<file path="src/inc/cmpe_pkg.sv">
// package for the comparator event control block
package cmpe_pkg;
    localparam int CMPE_N = 3;
    localparam int CMPE_AW = 4;
    localparam int CMPE_DW = 16;
    // register offsets
    localparam logic [3:0] CMPE_OFF_CTRL0 = 4'h0;
    localparam logic [3:0] CMPE_OFF_CTRL1 = 4'h1;
    localparam logic [3:0] CMPE_OFF_CTRL2 = 4'h2;
    localparam logic [3:0] CMPE_OFF_STAT = 4'h3;
    localparam logic [3:0] CMPE_OFF_IRQ_STAT = 4'h4;
    localparam logic [3:0] CMPE_OFF_IRQ_MASK = 4'h5;
    // control field positions
    localparam int CMPE_B_ON = 15;
    localparam int CMPE_B_TOPIN = 14;
    localparam int CMPE_B_INV = 13;
    localparam int CMPE_B_EVT = 9;
    localparam int CMPE_B_RES = 8;
    localparam int CMPE_B_EDGE_HI = 7;
    localparam int CMPE_B_EDGE_LO = 6;
    localparam int CMPE_B_REF = 4;
    localparam int CMPE_B_CH_HI = 1;
    localparam int CMPE_B_CH_LO = 0;
    // shared status positions: events at 8+n, results at n
    localparam int CMPE_B_STAT_EVT = 8;
    localparam int CMPE_B_STAT_RES = 0;
    localparam logic [15:0] CMPE_CTRL_RST = 16'h0000;
    localparam logic [15:0] CMPE_CTRL_WMASK = 16'hE2D3;
    localparam logic [1:0] CMPE_EDGE_NONE = 2'h0;
    localparam logic [1:0] CMPE_EDGE_RISE = 2'h1;
    localparam logic [1:0] CMPE_EDGE_FALL = 2'h2;
    localparam logic [1:0] CMPE_EDGE_ANY = 2'h3;
endpackage

</file>
<file path="src/logic/cmpe_sync2.sv">
// two-flop synchroniser for one asynchronous level
`timescale 1ns/100ps
`default_nettype none
module cmpe_sync2 (
    input wire logic i_clk_sys,
    input wire logic i_rst_n,
    input wire logic i_d,
    output logic o_q
);
    logic meta;
    always_ff @(posedge i_clk_sys or negedge i_rst_n)
    begin
        if (!i_rst_n)
        begin
            meta <= 1'b0;
            o_q <= 1'b0;
        end
        else
        begin
            meta <= i_d;
            o_q <= meta;
        end
    end
endmodule
`default_nettype wire

</file>
<file path="src/logic/cmpe_top.sv">
// control and event logic for three analog comparators
//
// Contract
// - three comparators, each with its own control register
// - result-to-pin bit drives raw, unsynchronised result onto the result pin
// - invert bit 13 inverts the comparator result before further use
// - polarity-adjusted result readable at bit 8, hardware updated
// - event flag bit 9 set by hardware, blocks further events until cleared
// - edge select bits 7-6: 11 any, 10 fall, 01 rise, 00 none
// - first event after nonzero edge select fires on any transition
// - reference bit 4 one selects internal reference voltage as noninverting input
// - reference bit zero selects first external input pin
// - unimplemented bits 12-10, 5, 3-2 read as zero
// - shared status register reports all results and event flags
//
// Decided for this implementation: strobed register access and the placing of the registers.
`timescale 1ns/100ps
`default_nettype none
module cmpe_top
    import cmpe_pkg::*;
#(
    parameter int N = cmpe_pkg::CMPE_N
) (
    input wire logic i_clk_sys,
    input wire logic i_rst_n,
    input wire logic [cmpe_pkg::CMPE_AW-1:0] i_addr,
    input wire logic [cmpe_pkg::CMPE_DW-1:0] i_wdata,
    input wire logic i_wr,
    input wire logic i_rd,
    output logic [cmpe_pkg::CMPE_DW-1:0] o_rdata,
    input wire logic [N-1:0] i_cmp_raw,
    output logic [N-1:0] o_comparator_on,
    output logic [N-1:0] o_noninv_source_select,
    output logic [1:0] o_inverting_channel_select [N],
    output logic [N-1:0] o_result_pin,
    output logic [N-1:0] o_result_pin_oe,
    output logic [N-1:0] o_trigger,
    output logic o_irq
);
    import cmpe_pkg::*;

    logic [15:0] ctrl [N];
    logic [N-1:0] event_flag;
    logic [N-1:0] res_sync;
    logic [N-1:0] res_prev;
    logic [N-1:0] armed;
    logic [N-1:0] trig;
    logic [N-1:0] irq_stat;
    logic [N-1:0] irq_mask;
    logic [N-1:0] result_bit;
    logic [N-1:0] ctrl_wr;
    logic [15:0] ctrl_rd [N];
    logic [15:0] shared_status;
    logic [15:0] next_rdata;
    wire sel_stat = (i_addr == CMPE_OFF_STAT);
    wire sel_istat = (i_addr == CMPE_OFF_IRQ_STAT);
    wire sel_imask = (i_addr == CMPE_OFF_IRQ_MASK);

    genvar g;
    generate
        for (g = 0; g < N; g++)
        begin : gen_cmp
            wire [1:0] edge_sel = ctrl[g][CMPE_B_EDGE_HI:CMPE_B_EDGE_LO];
            wire rise = res_sync[g] & ~res_prev[g];
            wire fall = ~res_sync[g] & res_prev[g];
            wire any_chg = rise | fall;
            wire sel_hit = (edge_sel == CMPE_EDGE_ANY) ? any_chg :
                (edge_sel == CMPE_EDGE_FALL) ? fall :
                (edge_sel == CMPE_EDGE_RISE) ? rise : 1'b0;
            wire qualify = armed[g] ? sel_hit : any_chg;
            wire edge_on = (edge_sel != CMPE_EDGE_NONE) & ctrl[g][CMPE_B_ON];
            wire clr_evt = ctrl_wr[g] & ~i_wdata[CMPE_B_EVT];
            wire set_evt = edge_on & qualify & ~event_flag[g];

            assign ctrl_wr[g] = i_wr & (i_addr == 4'(g));
            assign trig[g] = set_evt;
            assign o_comparator_on[g] = ctrl[g][CMPE_B_ON];
            assign o_noninv_source_select[g] = ctrl[g][CMPE_B_REF];
            assign o_inverting_channel_select[g] = ctrl[g][CMPE_B_CH_HI:CMPE_B_CH_LO];
            // raw path, polarity applied, no clock involved
            assign o_result_pin[g] = (i_cmp_raw[g] ^ ctrl[g][CMPE_B_INV])
                & ctrl[g][CMPE_B_ON];
            assign o_result_pin_oe[g] = ctrl[g][CMPE_B_TOPIN] & ctrl[g][CMPE_B_ON];
            assign ctrl_rd[g] = (ctrl[g] & CMPE_CTRL_WMASK & ~(16'h1 << CMPE_B_EVT))
                | (16'(event_flag[g]) << CMPE_B_EVT)
                | (16'(result_bit[g]) << CMPE_B_RES);

            cmpe_sync2 u_sync (
                .i_clk_sys(i_clk_sys),
                .i_rst_n(i_rst_n),
                .i_d(i_cmp_raw[g] ^ ctrl[g][CMPE_B_INV]),
                .o_q(res_sync[g])
            );

            always_ff @(posedge i_clk_sys or negedge i_rst_n)
            begin
                if (!i_rst_n)
                begin
                    ctrl[g] <= CMPE_CTRL_RST;
                    event_flag[g] <= 1'b0;
                    res_prev[g] <= 1'b0;
                    armed[g] <= 1'b0;
                end
                else
                begin
                    if (ctrl_wr[g])
                        ctrl[g] <= i_wdata & CMPE_CTRL_WMASK;
                    res_prev[g] <= res_sync[g];
                    if (set_evt)
                        event_flag[g] <= 1'b1;
                    else if (clr_evt)
                        event_flag[g] <= 1'b0;
                    else if (ctrl_wr[g] & i_wdata[CMPE_B_EVT])
                        event_flag[g] <= 1'b1;
                    if (!edge_on)
                        armed[g] <= 1'b0;
                    else if (set_evt)
                        armed[g] <= 1'b1;
                end
            end
        end
    endgenerate

    // result bit is zero while a comparator is off
    assign result_bit = res_sync & o_comparator_on;
    assign o_trigger = trig;
    assign o_irq = |(irq_stat & irq_mask);
    assign shared_status = (16'(event_flag) << CMPE_B_STAT_EVT)
        | (16'(result_bit) << CMPE_B_STAT_RES);

    always_comb
    begin
        next_rdata = 16'h0000;
        if (i_addr < 4'(N))
            next_rdata = ctrl_rd[i_addr[1:0]];
        else if (sel_stat)
            next_rdata = shared_status;
        else if (sel_istat)
            next_rdata = 16'(irq_stat);
        else if (sel_imask)
            next_rdata = 16'(irq_mask);
    end

    always_ff @(posedge i_clk_sys or negedge i_rst_n)
    begin
        if (!i_rst_n)
        begin
            o_rdata <= 16'h0000;
            irq_stat <= '0;
            irq_mask <= '0;
        end
        else
        begin
            o_rdata <= i_rd ? next_rdata : 16'h0000;
            irq_stat <= trig | (irq_stat & ~((i_wr & sel_istat) ? i_wdata[N-1:0] : '0));
            if (i_wr & sel_imask)
                irq_mask <= i_wdata[N-1:0];
        end
    end
endmodule
`default_nettype wire

</file>
<file path="config.mk">
export PLATFORM = sky130hd
export DESIGN_NAME = cmpe_top
export DESIGN_NICKNAME = d
export VERILOG_FILES = /design/src/inc/cmpe_pkg.sv /design/src/logic/cmpe_sync2.sv /design/src/logic/cmpe_top.sv
export SDC_FILE = /design/constraint.sdc
export NUM_CORES = 1
export LEC_CHECK = 0
export ABC_AREA = 1
export BUFFER_PORTS_ARGS = -buffer_cell sky130_fd_sc_hd__buf_2
export CAP_MARGIN = 20
export CORE_MARGIN = 2
export CORE_UTILIZATION = 50
export DETAILED_ROUTE_END_ITERATION = 8
export GPL_ROUTABILITY_DRIVEN = 0
export GPL_TIMING_DRIVEN = 0
export PLACE_DENSITY_LB_ADDON = 0.15
export REMOVE_ABC_BUFFERS = 1
export SYNTH_ARGS = -nofsm -noshare
export SYNTH_HDL_FRONTEND = slang
export SYNTH_SLANG_ARGS = --single-unit
</file>
<file path="constraint.sdc">
create_clock -name i_clk_sys -period 3.4 [get_ports i_clk_sys]
set_input_delay 0.34 -clock i_clk_sys [delete_from_list [all_inputs] [get_ports i_clk_sys]]
set_output_delay 0.34 -clock i_clk_sys [all_outputs]
set_load 0.02 [all_outputs]
</file>
==> impl_metrics.csv <==
group,metric,value,unit
synthesis,ys_types,28,
place,dp_hpwl,4.67,mm
clock_network,cts_made_buffers,9,
worst_setup_path,critPathRequiredTime,3.06,ns
worst_setup_path,cp_slowest_cell,"dfrtp_1",
synthesis,synth_flop_cell,"dfrtp_1",
worst_setup_path,crit_fanout,5,
cells_and_area,finalNetCount,441,
clock_network,clkLatencyLatePin,0.33,ns
worst_setup_path,path_common_cell,"inv_1",
synthesis,synth_seq_cells,57,
floorplan,dieArea,0.00654,mm²
grt,grt.total_usage,0.217,
worst_setup_path,r2r_cells,5,
grt,grt_pass1_wl,10.6,mm
cells_and_area,n_antenna_cell,0,
clock_network,clockRootBuffer,"clkbuf_8",
grt,first_global_vias,2200,
worst_setup_path,critical_path_arrival,1.65,ns
floorplan,dieWidth,80.9,µm
detailed_routing,vias_per_cell,4.80,
hold_path,whs_path_depth,3,
synthesis,synth_most_common_cell,"nand2_1",
place,dp_cells,471,
sta,fmax,0.503,GHz
clock_network,cts_tree,"done",
detailed_routing,dr.pass1.iters,4,
clock_network,cts_buffer_depth,2,
worst_setup_path,cp-end-kind,"output port",
detailed_routing,post-route-drc-count,0,
synthesis,synth_top_area_share,0.482,
floorplan,placementRows,28,
floorplan,start_util,0.508,
worst_setup_path,cp_cell_sequence,"inv_1, a21oi_1, and2_1, nand3_1, inv_1, buf_2",
clock_network,htree_levels,3,
sta,final.period_utilization,0.584,
cells_and_area,drive_gt1_frac,0.228,
floorplan,pin_count,65,
detailed_routing,ant_nets,0,
cells_and_area,synthToLayoutAreaGrowth,14.4,%
hold_path,min_path_type,"input port to flip-flop",
synthesis,synth_area_per_cell,8.14,µm²
synthesis,yosys-top-cells-area,"dfrtp_1 48%, nand2_1 15%, inv_1 6.5%",
synthesis,synth_edf_count,0,
sta,skew,0.00694,ns
clock_network,post_cts.resized_instances,0,
floorplan,core-area,0.00582,mm²
clock_network,path_clk_slew,0.06,ns
worst_setup_path,worstSetupStartpointType,"flip-flop",
pwr,peakVddDrop,0.378,mV
pwr,power.density,602,mW/mm²
flow_run,drv_cap,0,
place,portBuffers,54,
sta,finalSetupTns,0,ns
sta,rsz0062_at_grt,"no",
synthesis,synthCells,363,
cells_and_area,fin_cells,488,
sta,hold_ws,0.239,ns
sta,final_hold_viol_count,0,
cells_and_area,final.fill_count,592,
detailed_routing,wl_per_cell,13.0,µm
floorplan,die_height,80.9,µm
sta,setup_viol,0,
pwr,p_leak,1.96,nW
synthesis,synth_warnings,0,
detailed_routing,dr_total_vias,2340,
grt,overflow,0,
worst_setup_path,critPathKind,"flip-flop to output port",
detailed_routing,wirelength,6.35,mm
grt,grt_antenna_before_repair,0,
synthesis,netlist_area,0.00296,mm²
sta,final_max_slew_viol_count,0,
cells_and_area,fin_area,0.00338,mm²
synthesis,yosysTopAreaCell,"dfrtp_1",
cells_and_area,final_util,0.582,
sta,period_minus_slack,1.99,ns
synthesis,async_flop_share,1.00,
worst_setup_path,max_stage_delay,0.45,ns
detailed_routing,drt_iter0_markers,143,
synthesis,seq_area_frac_synth,0.482,
run_status,status,"finished, final reports clean",
place,dpl_cell_area,0.00316,mm²
grt,grt_max_degree,38,
clock_network,cts_num_sinks,57,
synthesis,synthTopCellsByCount,"119 x nand2_1, 57 x dfrtp_1, 51 x inv_1",
critical path: cells and delay by family (launching register included):
family / cells / cell delay (ns)
AOI/OAI and AO/OA: 1 / 0.17
and+or+nand+nor: 2 / 0.32
buffers and inverters: 3 / 0.38
DFF: 1 / 0.45
routing by layer:
layer,up-vias,global-route usage,part of all wire,routed length [µm]
met5,-,0,0,0
met4,0,0.103,0.021,131
met3,11,0.0400,0.039,247
met2,54,0.328,0.46,2950
met1,1077,0.301,0.48,3020
li1,1198,-,-,-
report_power, final:
| group | leakage, nW | internal, W | switching, W |
|---|---|---|---|
| registers | 0.724 | 0.000807 | 0.000111 |
| logic | 1.13 | 0.000166 | 0.000293 |
| clock network | 0.107 | 0.000398 | 0.000259 |
placed cells by master (no fill, tap or decap):
| cell type | n |
|---|---|
| a21oi_1 | 7 |
| and2_1 | 1 |
| and3_1 | 1 |
| buf_12 | 1 |
| buf_2 | 54 |
| bufinv_16 | 1 |
| clkbuf_1 | 2 |
| clkbuf_8 | 12 |
| clkinv_2 | 1 |
| conb_1 | 4 |
| dfrtp_1 | 57 |
| dlygate4sd3_1 | 1 |
| ha_1 | 6 |
| inv_1 | 51 |
| inv_2 | 3 |
| inv_4 | 1 |
| nand2_1 | 119 |
| nand2_4 | 1 |
| nand3_1 | 17 |
| nand3_4 | 3 |
| nand4_1 | 3 |
| nor2_1 | 14 |
| nor2_2 | 1 |
| nor2_4 | 2 |
| nor2_8 | 1 |
| nor3_1 | 4 |
| nor3_2 | 2 |
| o211ai_1 | 1 |
| o21ai_0 | 8 |
| o21ai_1 | 23 |
| o21ai_2 | 8 |
| or2_2 | 3 |
worst paths after layout:
kind / startpoint / endpoint / slack (ns)
max: o_comparator_on[1] / o_trigger[1] / 1.41
min in group asynchronous: i_rst_n / armed[1] / 0.49
min: i_cmp_raw[2] / gen_cmp[2].u_sync.meta / 0.24
min reg2reg: gen_cmp[1].u_sync.meta / gen_cmp[1].u_sync.o_q / 0.35
max in group asynchronous: i_rst_n / irq_mask[2] / 2.36
max reg2reg: o_comparator_on[1] / event_flag[1] / 2.15
logic make-up after synthesis:
family	share of synthesized area
AO/OA/AOI/OAI	0.0906
adder cells (fa/ha/maj)	0.0254
buffers and inverters	0.134
flip-flops	0.482
other	0.00127
AND/OR/NAND/NOR	0.266
per-stage QoR:
| stage | power [W] | setup slack (ns) |
|---|---|---|
| final | 0.00203 | 1.41 |
| after global placement | 0.00137 | 1.78 |
| after global routing | 0.00216 | 1.23 |
| after CTS | 0.00205 | 1.38 |
| after detailed placement | 0.00139 | 1.76 |
| after floorplan | 0.00122 | 1.95 |
registers in the layout, indices dropped and copies added (netlist names):
| name | count |
|---|---|
| event_flag | 3 |
| irq_stat | 3 |
| irq_mask | 3 |
| gen_cmp.u_sync.o_q | 3 |
| o_inverting_channel_select | 6 |
| gen_cmp.u_sync.meta | 3 |
| o_rdata | 12 |
| o_comparator_on | 3 |
| ctrl | 12 |
| o_noninv_source_select | 3 |
| armed | 3 |
| res_prev | 3 |
cell type report:
type                    instances  area (µm²)  share of cell area
flip-flops and latches         57        1430               0.422
multi-input cells             229        1140               0.339
repair buffers                 56         300              0.0888
inverters                      55         209              0.0618
clock buffers                  14         173              0.0511
well taps                      75        93.8              0.0277
clock inverters                 2        35.0              0.0104
what timing repair did:
item / in CTS / in global routing
hold endpoints to repair: 20 / 0
hold buffers: 1 / 0
setup buffers: 0 / 0
(Power assumes the default switching activity.)
